## src/rrx_regs.vh

```
`ifndef RRX_REGS_VH
`define RRX_REGS_VH

////////////////////////////////////////////////////////////////////////////////
// Avalon register byte offsets
`define RRX_OFF_CTRL        6'h00
`define RRX_OFF_ACC         6'h04
`define RRX_OFF_STATUS      6'h08
`define RRX_OFF_BANK        6'h0c
`define RRX_OFF_ACC_SH      6'h10
`define RRX_OFF_STATUS_SH   6'h14
`define RRX_OFF_BANK_SH     6'h18
`define RRX_OFF_IRQ_EN      6'h1c
`define RRX_OFF_STATE       6'h20

////////////////////////////////////////////////////////////////////////////////
// Field positions
`define RRX_CTRL_EXT_BIT    0
`define RRX_CTRL_PRIO_BIT   1
`define RRX_ST_C_BIT        0
`define RRX_ST_Z_BIT        2
`define RRX_ST_N_BIT        4
`define RRX_IRQ_HI_BIT      7
`define RRX_IRQ_LO_BIT      6

////////////////////////////////////////////////////////////////////////////////
// Reset values
`define RRX_RST_CTRL        2'h0
`define RRX_RST_BYTE        8'h00
`define RRX_RST_STATUS      5'h00
`define RRX_RST_BANK        4'h0
`define RRX_RST_IRQ_EN      2'h0

////////////////////////////////////////////////////////////////////////////////
// Opcodes
`define RRX_OP_RETURN_FROM_INTERRUPT_OP       15'h0008
`define RRX_OP_RETURN       15'h0009
`define RRX_OP_RETURN_WITH_LITERAL_OP        8'h0c
`define RRX_OP_ROTATE       6'h0d
`define RRX_ACCESS_LIMIT    8'h5f
`define RRX_ACCESS_HIGH     4'hf

////////////////////////////////////////////////////////////////////////////////
// Instruction classes
`define RRX_CLS_NONE        3'h0
`define RRX_CLS_RETURN_FROM_INTERRUPT_OP      3'h1
`define RRX_CLS_RETURN      3'h2
`define RRX_CLS_RETURN_WITH_LITERAL_OP       3'h3
`define RRX_CLS_ROTATE      3'h4

////////////////////////////////////////////////////////////////////////////////
// Quarter phases of one instruction cycle, one clock each
`define RRX_Q1              2'h0
`define RRX_Q2              2'h1
`define RRX_Q3              2'h2
`define RRX_Q4              2'h3

`endif

```

## src/rrx_rotate.v

```verilog
`default_nettype none

module rrx_rotate (
    // Operand
    input  wire [7:0] data_in,
    input  wire       carry_in,
    // Result
    output wire [7:0] result_out,
    output wire       carry_out,
    output wire       neg_out,
    output wire       zero_out
);

    genvar i;
    generate
        for (i = 1; i < 8; i = i + 1) begin : g_shift
            assign result_out[i] = data_in[i-1]; // [RQ10]
        end
    endgenerate

    assign result_out[0] = carry_in;    // [RQ10]
    assign carry_out     = data_in[7];  // [RQ10]
    assign neg_out       = result_out[7];
    assign zero_out      = (result_out == 8'h00);

endmodule // rrx_rotate

`default_nettype wire

```

## src/rrx_exec.v

```verilog
// Functional notes
// RQ1: Interrupt return pops stack into program counter
// RQ2: Interrupt return sets applicable global enable
// RQ3: Fast interrupt return restores W, status, bank
// RQ4: Interrupt return two cycles, pop in Q4
// RQ5: Returns never touch program counter latches
// RQ6: Literal return loads low byte into W
// RQ7: Literal return pops, no flags, two cycles
// RQ8: Subroutine return pops, no flags, enables kept
// RQ9: Fast subroutine return restores W, status, bank
// RQ10: Rotate left through carry, bit7 to carry
// RQ11: Destination bit picks W or file register
// RQ12: Access bit picks access bank or bank
// RQ13: Extended set uses indexed offset below 96
// RQ14: Rotate one cycle; updates carry, negative, zero
// RQ15: Second return cycle is idle pipeline refill
`include "rrx_regs.vh"
`default_nettype none

module rrx_exec (
    // Clock and reset
    input  wire        core_clk_in,
    input  wire        nrst_in,
    // Instruction from fetch/decode
    input  wire [15:0] instr_in,
    input  wire        instr_valid_in,
    output wire        instr_ready_out,
    output wire [1:0]  q_phase_out,
    output wire        refill_out,
    // Return stack and program counter
    input  wire [20:0] stack_top_value_in,
    output wire        stack_pop_out,
    output wire        pc_load_out,
    output wire [20:0] pc_value_out,
    // Data memory port
    input  wire [11:0] index_base_in,
    input  wire [7:0]  file_rdata_in,
    output wire [11:0] file_addr_out,
    output wire        file_rd_out,
    output wire        file_wr_out,
    output wire [7:0]  file_wdata_out,
    // Interrupt service level
    input  wire        high_service_in,
    // Live core registers
    output wire [7:0]  accumulator_out,
    output wire [4:0]  status_out,
    output wire [3:0]  bank_select_register_out,
    output wire        global_irq_enable_out,
    output wire        peripheral_irq_enable_out,
    // Avalon-MM slave
    input  wire [5:0]  avs_address_in,
    input  wire        avs_read_in,
    input  wire        avs_write_in,
    input  wire [31:0] avs_writedata_in,
    input  wire [3:0]  avs_byteenable_in,
    output wire [31:0] avs_readdata_out,
    output wire        avs_waitrequest_out
);

    ////////////////////////////////////////////////////////////////////////////
    // Decode helpers

    function [2:0] rrx_decode;
        input [15:0] op;
        begin
            if (op[15:1] == `RRX_OP_RETURN_FROM_INTERRUPT_OP) begin
                rrx_decode = `RRX_CLS_RETURN_FROM_INTERRUPT_OP;
            end else if (op[15:1] == `RRX_OP_RETURN) begin
                rrx_decode = `RRX_CLS_RETURN;
            end else if (op[15:8] == `RRX_OP_RETURN_WITH_LITERAL_OP) begin
                rrx_decode = `RRX_CLS_RETURN_WITH_LITERAL_OP;
            end else if (op[15:10] == `RRX_OP_ROTATE) begin
                rrx_decode = `RRX_CLS_ROTATE;
            end else begin
                rrx_decode = `RRX_CLS_NONE;
            end
        end
    endfunction

    function [11:0] rrx_file_addr;
        input [7:0]  f;
        input        a;
        input        ext;
        input [3:0]  bank;
        input [11:0] base;
        begin
            if (a) begin
                rrx_file_addr = {bank, f};                          // [RQ12]
            end else if (ext && (f <= `RRX_ACCESS_LIMIT)) begin
                rrx_file_addr = base + {4'h0, f};                   // [RQ13]
            end else if (f <= `RRX_ACCESS_LIMIT) begin
                rrx_file_addr = {4'h0, f};                          // [RQ12]
            end else begin
                rrx_file_addr = {`RRX_ACCESS_HIGH, f};              // [RQ12]
            end
        end
    endfunction

    function rrx_is_return;
        input [2:0] cls;
        begin
            rrx_is_return = (cls == `RRX_CLS_RETURN_FROM_INTERRUPT_OP) || (cls == `RRX_CLS_RETURN) ||
                            (cls == `RRX_CLS_RETURN_WITH_LITERAL_OP);
        end
    endfunction

    ////////////////////////////////////////////////////////////////////////////
    // State

    reg  [1:0]  q_reg;
    reg  [15:0] instr_reg;
    reg  [2:0]  cls_reg;
    reg         refill_reg;
    reg         stack_pop_reg;
    reg         pc_load_reg;
    reg  [20:0] pc_value_reg;
    reg  [11:0] file_addr_reg;
    reg         file_rd_reg;
    reg         file_wr_reg;
    reg  [7:0]  file_wdata_reg;
    reg  [7:0]  acc_reg;
    reg  [4:0]  status_reg;
    reg  [3:0]  bank_reg;
    reg  [7:0]  acc_sh_reg;
    reg  [4:0]  status_sh_reg;
    reg  [3:0]  bank_sh_reg;
    reg  [1:0]  ctrl_reg;
    reg  [1:0]  irq_en_reg;
    reg         ack_reg;
    reg  [31:0] rdata_reg;

    wire [7:0]  rot_result;
    wire        rot_carry;
    wire        rot_neg;
    wire        rot_zero;

    wire        fast_bit    = instr_reg[0];
    wire        dest_bit    = instr_reg[9];
    wire        do_exec     = (q_reg == `RRX_Q3);
    wire        bus_req     = avs_read_in | avs_write_in;
    wire        bus_wr      = avs_write_in & ack_reg & avs_byteenable_in[0];
    wire        fast_return = ((cls_reg == `RRX_CLS_RETURN_FROM_INTERRUPT_OP) || (cls_reg == `RRX_CLS_RETURN)) && fast_bit;

    ////////////////////////////////////////////////////////////////////////////
    // Rotate datapath

    rrx_rotate i_rrx_rotate (
        .data_in    (file_rdata_in),
        .carry_in   (status_reg[`RRX_ST_C_BIT]),
        .result_out (rot_result),
        .carry_out  (rot_carry),
        .neg_out    (rot_neg),
        .zero_out   (rot_zero)
    );

    ////////////////////////////////////////////////////////////////////////////
    // Quarter sequencer and decode

    // No new instruction is taken while the pipeline refills after a return
    assign instr_ready_out = (q_reg == `RRX_Q1) & ~refill_reg; // [RQ15]

    always @(posedge core_clk_in or negedge nrst_in) begin
        if (!nrst_in) begin
            q_reg      <= `RRX_Q1;
            instr_reg  <= 16'h0000;
            cls_reg    <= `RRX_CLS_NONE;
            refill_reg <= 1'b0;
        end else begin
            q_reg <= q_reg + 2'h1;
            case (q_reg)
                `RRX_Q1: begin
                    if (instr_valid_in && !refill_reg) begin
                        instr_reg <= instr_in;
                        cls_reg   <= rrx_decode(instr_in);
                    end else begin
                        cls_reg   <= `RRX_CLS_NONE;                 // [RQ15]
                    end
                end
                `RRX_Q4: begin
                    // Returns take a second, empty cycle
                    refill_reg <= rrx_is_return(cls_reg);            // [RQ4] [RQ7] [RQ8] [RQ15]
                    cls_reg    <= `RRX_CLS_NONE;
                end
                default: begin
                    refill_reg <= refill_reg;
                end
            endcase
        end
    end

    ////////////////////////////////////////////////////////////////////////////
    // Stack pop and program counter load in Q4 of the first cycle

    always @(posedge core_clk_in or negedge nrst_in) begin
        if (!nrst_in) begin
            stack_pop_reg <= 1'b0;
            pc_load_reg   <= 1'b0;
            pc_value_reg  <= 21'h000000;
        end else begin
            stack_pop_reg <= do_exec && rrx_is_return(cls_reg);     // [RQ1] [RQ7] [RQ8]
            pc_load_reg   <= do_exec && rrx_is_return(cls_reg);     // [RQ4]
            if (do_exec && rrx_is_return(cls_reg)) begin
                // Only the counter itself; the upper/high latches stay with their owner
                pc_value_reg <= stack_top_value_in;                  // [RQ1] [RQ5]
            end
        end
    end

    ////////////////////////////////////////////////////////////////////////////
    // Data memory: read in Q2, write in Q4

    always @(posedge core_clk_in or negedge nrst_in) begin
        if (!nrst_in) begin
            file_addr_reg  <= 12'h000;
            file_rd_reg    <= 1'b0;
            file_wr_reg    <= 1'b0;
            file_wdata_reg <= 8'h00;
        end else begin
            file_rd_reg <= 1'b0;
            file_wr_reg <= 1'b0;
            if ((q_reg == `RRX_Q1) && instr_valid_in && !refill_reg &&
                (rrx_decode(instr_in) == `RRX_CLS_ROTATE)) begin
                file_addr_reg <= rrx_file_addr(instr_in[7:0], instr_in[8], ctrl_reg[`RRX_CTRL_EXT_BIT],
                                               bank_reg, index_base_in); // [RQ12] [RQ13]
                file_rd_reg   <= 1'b1;                              // [RQ14]
            end
            if (do_exec && (cls_reg == `RRX_CLS_ROTATE) && dest_bit) begin
                file_wr_reg    <= 1'b1;                             // [RQ11] [RQ14]
                file_wdata_reg <= rot_result;
            end
        end
    end

    ////////////////////////////////////////////////////////////////////////////
    // Working, status and bank registers; the core wins over a bus write

    always @(posedge core_clk_in or negedge nrst_in) begin
        if (!nrst_in) begin
            acc_reg    <= `RRX_RST_BYTE;
            status_reg <= `RRX_RST_STATUS;
            bank_reg   <= `RRX_RST_BANK;
        end else if (do_exec && fast_return) begin
            acc_reg    <= acc_sh_reg;                               // [RQ3] [RQ9]
            status_reg <= status_sh_reg;
            bank_reg   <= bank_sh_reg;
        end else if (do_exec && (cls_reg == `RRX_CLS_RETURN_WITH_LITERAL_OP)) begin
            acc_reg    <= instr_reg[7:0];                           // [RQ6] [RQ7]
        end else if (do_exec && (cls_reg == `RRX_CLS_ROTATE)) begin
            if (!dest_bit) begin
                acc_reg <= rot_result;                              // [RQ11]
            end
            status_reg[`RRX_ST_C_BIT] <= rot_carry;                 // [RQ10] [RQ14]
            status_reg[`RRX_ST_N_BIT] <= rot_neg;                   // [RQ14]
            status_reg[`RRX_ST_Z_BIT] <= rot_zero;                  // [RQ14]
        end else if (bus_wr) begin
            case (avs_address_in)
                `RRX_OFF_ACC: begin
                    acc_reg <= avs_writedata_in[7:0];
                end
                `RRX_OFF_STATUS: begin
                    status_reg <= avs_writedata_in[4:0];
                end
                `RRX_OFF_BANK: begin
                    bank_reg <= avs_writedata_in[3:0];
                end
                default: begin
                    bank_reg <= bank_reg;
                end
            endcase
        end
    end

    ////////////////////////////////////////////////////////////////////////////
    // Shadow copies and control, written by software only

    always @(posedge core_clk_in or negedge nrst_in) begin
        if (!nrst_in) begin
            acc_sh_reg    <= `RRX_RST_BYTE;
            status_sh_reg <= `RRX_RST_STATUS;
            bank_sh_reg   <= `RRX_RST_BANK;
            ctrl_reg      <= `RRX_RST_CTRL;
        end else if (bus_wr) begin
            case (avs_address_in)
                `RRX_OFF_ACC_SH: begin
                    acc_sh_reg <= avs_writedata_in[7:0];
                end
                `RRX_OFF_STATUS_SH: begin
                    status_sh_reg <= avs_writedata_in[4:0];
                end
                `RRX_OFF_BANK_SH: begin
                    bank_sh_reg <= avs_writedata_in[3:0];
                end
                `RRX_OFF_CTRL: begin
                    ctrl_reg <= avs_writedata_in[1:0];
                end
                default: begin
                    ctrl_reg <= ctrl_reg;
                end
            endcase
        end
    end

    ////////////////////////////////////////////////////////////////////////////
    // Global interrupt enables: a hardware set beats a software clear

    reg [1:0] irq_en_next;
    reg [1:0] irq_set;

    always @* begin
        irq_set = 2'h0;
        if (do_exec && (cls_reg == `RRX_CLS_RETURN_FROM_INTERRUPT_OP)) begin
            // Legacy scheme re-enables the global bit; priority scheme the level served
            if (!ctrl_reg[`RRX_CTRL_PRIO_BIT] || high_service_in) begin
                irq_set[1] = 1'b1;                                  // [RQ2]
            end else begin
                irq_set[0] = 1'b1;                                  // [RQ2]
            end
        end
        irq_en_next = irq_en_reg;
        if (bus_wr && (avs_address_in == `RRX_OFF_IRQ_EN)) begin
            irq_en_next = {avs_writedata_in[`RRX_IRQ_HI_BIT], avs_writedata_in[`RRX_IRQ_LO_BIT]};
        end
        // Subroutine and literal returns never reach the set terms
        irq_en_next = irq_en_next | irq_set;                         // [RQ8]
    end

    always @(posedge core_clk_in or negedge nrst_in) begin
        if (!nrst_in) begin
            irq_en_reg <= `RRX_RST_IRQ_EN;
        end else begin
            irq_en_reg <= irq_en_next;                              // [RQ4]
        end
    end

    ////////////////////////////////////////////////////////////////////////////
    // Avalon slave: one wait state on every access

    reg [31:0] rdata_next;

    always @* begin
        rdata_next = 32'h00000000;
        case (avs_address_in)
            `RRX_OFF_CTRL: begin
                rdata_next[1:0] = ctrl_reg;
            end
            `RRX_OFF_ACC: begin
                rdata_next[7:0] = acc_reg;
            end
            `RRX_OFF_STATUS: begin
                rdata_next[4:0] = status_reg;
            end
            `RRX_OFF_BANK: begin
                rdata_next[3:0] = bank_reg;
            end
            `RRX_OFF_ACC_SH: begin
                rdata_next[7:0] = acc_sh_reg;
            end
            `RRX_OFF_STATUS_SH: begin
                rdata_next[4:0] = status_sh_reg;
            end
            `RRX_OFF_BANK_SH: begin
                rdata_next[3:0] = bank_sh_reg;
            end
            `RRX_OFF_IRQ_EN: begin
                rdata_next[`RRX_IRQ_HI_BIT] = irq_en_reg[1];
                rdata_next[`RRX_IRQ_LO_BIT] = irq_en_reg[0];
            end
            `RRX_OFF_STATE: begin
                rdata_next[1:0] = q_reg;
                rdata_next[4:2] = cls_reg;
                rdata_next[5]   = refill_reg;
            end
            default: begin
                rdata_next = 32'h00000000;
            end
        endcase
    end

    always @(posedge core_clk_in or negedge nrst_in) begin
        if (!nrst_in) begin
            ack_reg   <= 1'b0;
            rdata_reg <= 32'h00000000;
        end else begin
            ack_reg <= bus_req & ~ack_reg;
            if (avs_read_in && !ack_reg) begin
                rdata_reg <= rdata_next;
            end
        end
    end

    ////////////////////////////////////////////////////////////////////////////
    // Outputs

    assign avs_waitrequest_out       = bus_req & ~ack_reg;
    assign avs_readdata_out          = rdata_reg;
    assign q_phase_out               = q_reg;
    assign refill_out                = refill_reg;
    assign stack_pop_out             = stack_pop_reg;
    assign pc_load_out               = pc_load_reg;
    assign pc_value_out              = pc_value_reg;
    assign file_addr_out             = file_addr_reg;
    assign file_rd_out               = file_rd_reg;
    assign file_wr_out               = file_wr_reg;
    assign file_wdata_out            = file_wdata_reg;
    assign accumulator_out           = acc_reg;
    assign status_out                = status_reg;
    assign bank_select_register_out  = bank_reg;
    assign global_irq_enable_out     = irq_en_reg[1];
    assign peripheral_irq_enable_out = irq_en_reg[0];

endmodule // rrx_exec

`default_nettype wire

```

## config.mk

```make
export PLATFORM = sky130hd
export DESIGN_NAME = rrx_exec
export DESIGN_NICKNAME = d
export VERILOG_FILES = /design/src/rrx_rotate.v /design/src/rrx_exec.v
export VERILOG_INCLUDE_DIRS = /design/src
export SDC_FILE = /design/constraint.sdc
export NUM_CORES = 1
export LEC_CHECK = 0
export ABC_AREA = 1
export BUFFER_PORTS_ARGS = -buffer_cell sky130_fd_sc_hd__buf_2
export CORE_ASPECT_RATIO = 0.5
export CORE_MARGIN = 5
export CORE_UTILIZATION = 28
export DETAILED_ROUTE_END_ITERATION = 16
export REMOVE_ABC_BUFFERS = 1
export SLEW_MARGIN = 25
export SYNTH_ARGS = -nofsm -noshare
export SYNTH_HDL_FRONTEND = slang
export SYNTH_SLANG_ARGS = --single-unit
```

## constraint.sdc

```tcl
create_clock -name core_clk_in -period 2.3 [get_ports core_clk_in]
set_input_delay 0 -clock core_clk_in [delete_from_list [all_inputs] [get_ports core_clk_in]]
set_output_delay 0 -clock core_clk_in [all_outputs]
set_load 0.005 [all_outputs]
```

======== Word level (Yosys, flattened, before mapping) ========
Index checks and enable logic that the tools add are counted.
cells by class
  reductions and logical operators ........ 40
  $add $sub $neg .......................... 2
  $lt $le $gt $ge ......................... 1
  bitwise operators ....................... 8
  equality and inequality tests ........... 22
  muxes and demuxes ....................... 40
operators with widths
  cell                                                   number
  two-way mux 8 bit                                      6
  two-way mux 12 bit                                     3
  equality test 15 x 4 -> 1 bit (second input constant)  2
  equality test 6 x 5 -> 1 bit (second input constant)   4
  two-way mux 4 bit                                      5
  two-way mux 5 bit                                      4
  equality test 6 x 4 -> 1 bit (second input constant)   3
  one-hot mux 2 bit (8 select lines)                     1
  two-way mux 3 bit                                      5
  logical AND 1 bit                                      14
  one-hot mux 2 bit (7 select lines)                     1
  adder 12 x 8 -> 12 bit                                 1
  AND reduction 2 bit                                    5
  two-way mux 1 bit                                      9
  equality test 8 x 4 -> 1 bit (second input constant)   1
  <= comparator 8 x 7 -> 1 bit (second input constant)   1
  logical NOT 8 bit                                      1
  AND reduction 4 bit                                    2
  nonzero test 2 bit                                     4
  nonzero test 4 bit                                     2
  equality test 3 x 2 -> 1 bit (second input constant)   2
  equality test 3 bit (second input constant)            2
  equality test 6 x 3 -> 1 bit (second input constant)   1
  equality test 6 bit (second input constant)            1
  other kinds (20)                                       33
word-level totals
  bits in registers ....................... 107
  output and inout port bits .............. 101
  input port bits ......................... 105
  word-level logic and storage cells ...... 134

======== Longest topological paths before layout ========
  word-level depth ........................ 8
  depth in mapped cells ................... 12
  depth with buffers taken out ............ 12

======== By module ========
Synthesis repeated with hierarchy kept, for this count alone.
second synthesis, totals
  cell total of the unflattened synthesis .. 822
  area, all modules ....................... 6019.5 um^2
by module, submodules not included
  module      sequential area each (um^2)  cells an instance  times used  area an instance (um^2)
  rrx_exec    2652.5                       805                1           5918.2
  rrx_rotate  0.0                          17                 1           101.3

======== Worst setup path after synthesis ========
OpenSTA, ideal clock, no wires.
  kind .................................... reg-to-reg
  start point ............................. register q_reg[0] (netlist: q_phase_out[0])
  end point ............................... register acc_reg[2] (netlist: accumulator_out[2])
  required time ........................... 2.183 ns
  cell stages (with the launch flop) ...... 13
  path slack .............................. 0.693 ns
  arrival ................................. 1.490 ns
  buffers on the path ..................... 0
  cell sequence ........................... dfrtp_1 inv_1 ha_1 nand2_1 inv_1 nand2_2 nand2_1 inv_2 nand3_2 nand2_4 inv_4 nand3_1 nand2_1
between the ends
  longest elaborated chain between the ends .. 5
  elaborated cells between the ends (all ways) .. 11
  classes of those cells .................. 2 x eq/ne; 3 x mux; 6 x reduce/logical
ends and longest elaborated chain
  item                                      line            text
  start: declaration                        rrx_exec.v:110  reg [1:0] q_reg;
  start signal: assignment                  rrx_exec.v:164  q_reg <= `RRX_Q1;
  start signal: assignment                  rrx_exec.v:169  q_reg <= q_reg + 2'h1;
  equality test 2 bit (no source line) (*)  --
  logical AND 1 bit                         rrx_exec.v:248  end else if (do_exec && (cls_reg == `RRX_CLS_ROTATE)) begin
  two-way mux 8 bit                         rrx_exec.v:248
  two-way mux 8 bit                         rrx_exec.v:246  end else if (do_exec && (cls_reg == `RRX_CLS_RETURN_WITH_LITERAL_OP)) begin
  two-way mux 8 bit                         rrx_exec.v:242  end else if (do_exec && fast_return) begin
  end signal: assignment                    rrx_exec.v:243  acc_reg <= acc_sh_reg;
  end signal: assignment                    rrx_exec.v:247  acc_reg <= instr_reg[7:0];
  end signal: assignment                    rrx_exec.v:250  acc_reg <= rot_result;
  end: declaration                          rrx_exec.v:121  reg [7:0] acc_reg;
Every way passes the cells marked *; elsewhere a longest branch is shown, timed or not.
A chain may end at the register's enable or synchronous reset.

======== Worst setup path in the final report ========
  start point ............................. register q_reg[0] (netlist: q_phase_out[0])
  end point ............................... register status_reg[1] (netlist: status_out[1])
between the ends
  longest elaborated chain between the ends .. 4
  elaborated cells between the ends (all ways) .. 10
  classes of those cells .................. 3 x eq/ne; 1 x mux; 6 x reduce/logical
ends and longest elaborated chain
  item                                                                          line                                            text
  equality test 2 bit (no source line) (*)                                      --
  logical AND 1 bit, on equally long branches                                   rrx_exec.v:242, rrx_exec.v:246, rrx_exec.v:248
  inequality test 2 bit (no source line) or nonzero test 2 bit (tied branches)  --
  AND reduction 4 bit (no source line)                                          --
  end signal: assignment                                                        rrx_exec.v:240                                  status_reg <= `RRX_RST_STATUS;
  end signal: assignment                                                        rrx_exec.v:244                                  status_reg <= status_sh_reg;
  end signal: indexed assignment                                                rrx_exec.v:252                                  status_reg[`RRX_ST_C_BIT] <= rot_carry;
  end: declaration                                                              rrx_exec.v:122                                  reg [4:0] status_reg;
Marks and branches as above.

==> out/metrics.yaml <==
run_status:
  status: "complete, but fails checks"
  violations: "hold timing"
sta:
  post-route-min-period_ns: 2.01
  rsz0062_at_grt: "false"
  finalHoldViolCount: 1
  slew_viol_final: 0
  period_share_pct: 87.4
  timing.final.ws_setup_ns: 0.291
  worst_slew_pin_slew_ns: 0.616
  hold-worst-slack_ns: -0.00834
  finalSetupViolCount: 0
  finClkSkew_ns: 0.00743
  timing.slew.headroom_pct: 58.8
  fmax_mhz: 498
  setup_tns_ns: 0
synthesis:
  syn_avg_cell_area_um2: 7.53
  synthMuxAreaShare_pct: 0.381
  synth_top_family_by_area: "simple AND/OR/NAND/NOR gates"
  ys_seq_area_share_pct: 44.8
  ys_warn_count: 0
  synth_fa_ha_area_share_pct: 2.66
  ys.flop_type: "dfrtp_1"
  yosysMostFrequentCell: "nand2_1"
  synth_top_area_share_pct: 44.8
  postSynth.asyncResetShare_pct: 100
  synth_common_cells: "nand2_1 (290), dfrtp_1 (106), inv_1 (76)"
  yosys_register_bits: 106
  synth_compound_area_share_pct: 10.1
  syn_inst: 786
  synth-edff-count: 0
  synthSimpleGateAreaFrac_pct: 31.2
  synth.largest_area_cell: "dfrtp_1"
  synthTopCellsByArea: "dfrtp_1 (45%), nand2_1 (18%), inv_1 (4.8%)"
  yosys.cell_types.count: 41
  synthXorXnorAreaFrac_pct: 0.444
  synthesis.area_um2: 5920
global_route:
  grt_overflow: 0
  track_usage_pct: 15.0
  grt_pass1_vias: 5570
  grt_pass1_wl_um: 29300
  antenna_found_initial: 0
  grt_max_degree: 51
die:
  core-area_um2: 20600
  std_cell_rows: 37
  die_x_um: 216
  dieArea_um2: 24300
  dieHeight_um: 113
  io_pins: 206
  initial_core_util_pct: 28.7
placed_design:
  place.gp.congestion: 0.877
  port_buffers: 154
  hpwl_um: 14800
  dp_slack_ns: 0.308
drt:
  routed_wl_um: 18700
  postRouteAntennaNets: 0
  via_per_inst: 4.54
  num_vias: 5741
  drc: 0
  dr.pass1.iters: 5
  wl_per_cell_um: 14.8
  drt_iter0_drc: 369
clocking:
  h-tree-depth: 3
  insertion_delay_ns: 0.36
  cts_buffers: 9
  path_clk_slew_ns: 0.07
  cts_tree: "yes"
  cts.sink_count: 106
  clockBufferDepth: 2
  cts_root_buf: "clkbuf_16"
worst_setup_path:
  slowest_delay_ns: 0.41
  cp_common_cell: "a21oi_1"
  crit_fanout: 28
  worst-setup-path-type: "flop to flop"
  endpoint_kind: "flop"
  critPathLaunchType: "flop"
  crit_slowest_cell: "dfrtp_1"
  crit_required_ns: 2.54
  crit_path_cell_trace: "inv_1 > ha_1 > nand3_4 > inv_4 > nand2_4 > inv_2 > nor2_1 > a21oi_1 > a21oi_1"
  cp_data_arrival_time_ns: 2.25
power:
  pwr-share-clk_pct: 37.7
  cellPowerDensity_nw_per_um2: 554
  power_switching_uw: 1120
  internal_power_uw: 3120
  peakVddDrop_mv: 0.406
  p_leak_uw: 0.00410
  swShare_pct: 26.3
  power_frac_comb_pct: 14.4
  p_seq_share_pct: 48.0
final_layout:
  multi_input_area_um2: 2740
  synthToLayoutAreaGrowth_pct: 29.4
  n_fill_cell: 2177
  drive_above_1_share_pct: 22.1
  nets: 1103
  largest_reg_flops: 21
  seqCellArea_um2: 2650
  diodes: 0
min_path:
  hold_path_class: "input port to flop"
flow_run:
  drv_cap: 0
## stage by stage
| step | area, um2 | hold slack [ns] | instances | power, uW | util, % |
|---|---|---|---|---|---|
| floorplan | 5730 | -0.296 | 770 | 2320 | - |
| global placement | 6910 | -0.0426 | 1204 | 2610 | 33.5 |
| detailed placement | 6910 | -0.0439 | 1204 | 2620 | 33.5 |
| CTS | 7650 | 0.00153 | 1264 | 4280 | 37.1 |
| global route | 7650 | 0.00667 | 1264 | 4440 | 37.1 |
| finish | 7650 | -0.00834 | 1264 | 4240 | 37.1 |
## metal layers
layer	routed length [um]	share of wire, %	vias to the layer above	global-route usage (%)
met3	737	3.9	25	3.10
met2	9210	49	140	26.3
met5	0	0	-	0
li1	-	-	2855	-
met1	8430	45	2721	19.2
met4	318	1.7	0	3.32
## final cells by class
| class | count | share of cell area, % |
|---|---|---|
| Clock buffer | 11 | 3.30 |
| Sequential cell | 106 | 34.7 |
| Tap cell | 273 | 4.46 |
| Inverter | 88 | 4.38 |
| Multi-Input combinational cell | 576 | 35.8 |
| Timing Repair Buffer | 205 | 16.7 |
| Clock inverter | 5 | 0.687 |
## cell usage in the layout (no fill, tap or decap), types with 2 or more instances in the layout
cell | synthesis | routed
nand2_4 | 3 | 3
nor2_1 | 42 | 42
inv_1 | 76 | 76
o21ai_1 | 13 | 13
conb_1 | 1 | 24
inv_2 | 8 | 8
ha_1 | 11 | 11
nor3_4 | 2 | 2
clkinv_2 | 0 | 3
a31oi_1 | 3 | 3
a21boi_0 | 4 | 4
dfrtp_1 | 106 | 106
nand3_1 | 46 | 46
clkbuf_8 | 0 | 2
dlygate4sd3_1 | 0 | 44
nor2_2 | 3 | 3
a21oi_1 | 23 | 23
nor4_1 | 2 | 2
buf_2 | 4 | 153
clkbuf_16 | 0 | 9
nand2_1 | 290 | 290
nor2_4 | 3 | 3
nand3_2 | 3 | 3
o22ai_1 | 3 | 3
clkinv_1 | 2 | 2
buf_4 | 27 | 7
nand2_2 | 4 | 4
xnor2_1 | 3 | 3
o211ai_1 | 8 | 8
nand4_1 | 9 | 9
nor3_1 | 4 | 4
mux2_2 | 2 | 2
inv_4 | 2 | 2
o21ai_0 | 55 | 55
or2_2 | 8 | 8
## timing repair
item / CTS / global route
buffers inserted: 0 / 0
endpoints found under the hold margin: 120 / 0
gates resized for setup: 0 / 0
hold buffers: 44 / 0
## worst max-delay path, delay by kind of cell (launching register included)
kind	cells	cell delay (ns)
AOI/OAI and AO/OA	2	0.22
adders and majority gates	1	0.26
buffers and inverters	3	0.56
DFF	1	0.41
and+or+nand+nor	3	0.42
## cell families (layout without fill, tap and decap cells)
group / count (synthesis) / count (layout)
XOR/XNOR: 3 / 3
multiplexers: 2 / 2
adder cells (fa/ha/maj): 12 / 12
AO/OA/AOI/OAI: 111 / 111
buffers and inverters: 127 / 309
AND/OR/NAND/NOR: 424 / 424
flip-flops: 106 / 106
other: 1 / 24
## power by group through the flow
stage	clock [uW]	sequential, uW	combinational, uW
after floorplan	0	2060	260
final	1600	2030	608
after global routing	1710	2050	689
after detailed placement	0	2070	552
after CTS	1630	2030	614
after global placement	0	2070	541
## final timing paths
kind                                                      start                               to  slack [ns]  cells after the start
min in group asynchronous                               nrst_in    file_wdata_out[6]$_DFFE_PN0P_        0.11                      2
worst max-delay path                   q_phase_out[0]$_DFF_PN0_        status_out[1]$_DFFE_PN0P_        0.29                      9
worst min-delay path                          index_base_in[10]    file_addr_out[10]$_DFFE_PN0P_      -0.008                      4
max in group asynchronous                               nrst_in  avs_readdata_out[7]$_DFFE_PN0P_        1.43                      3
worst max register to register         q_phase_out[0]$_DFF_PN0_        status_out[1]$_DFFE_PN0P_        0.29                      9
worst min register to register  avs_readdata_out[0]$_DFFE_PN0P_  avs_readdata_out[0]$_DFFE_PN0P_        0.47                      2
(Power assumes the default switching activity.)
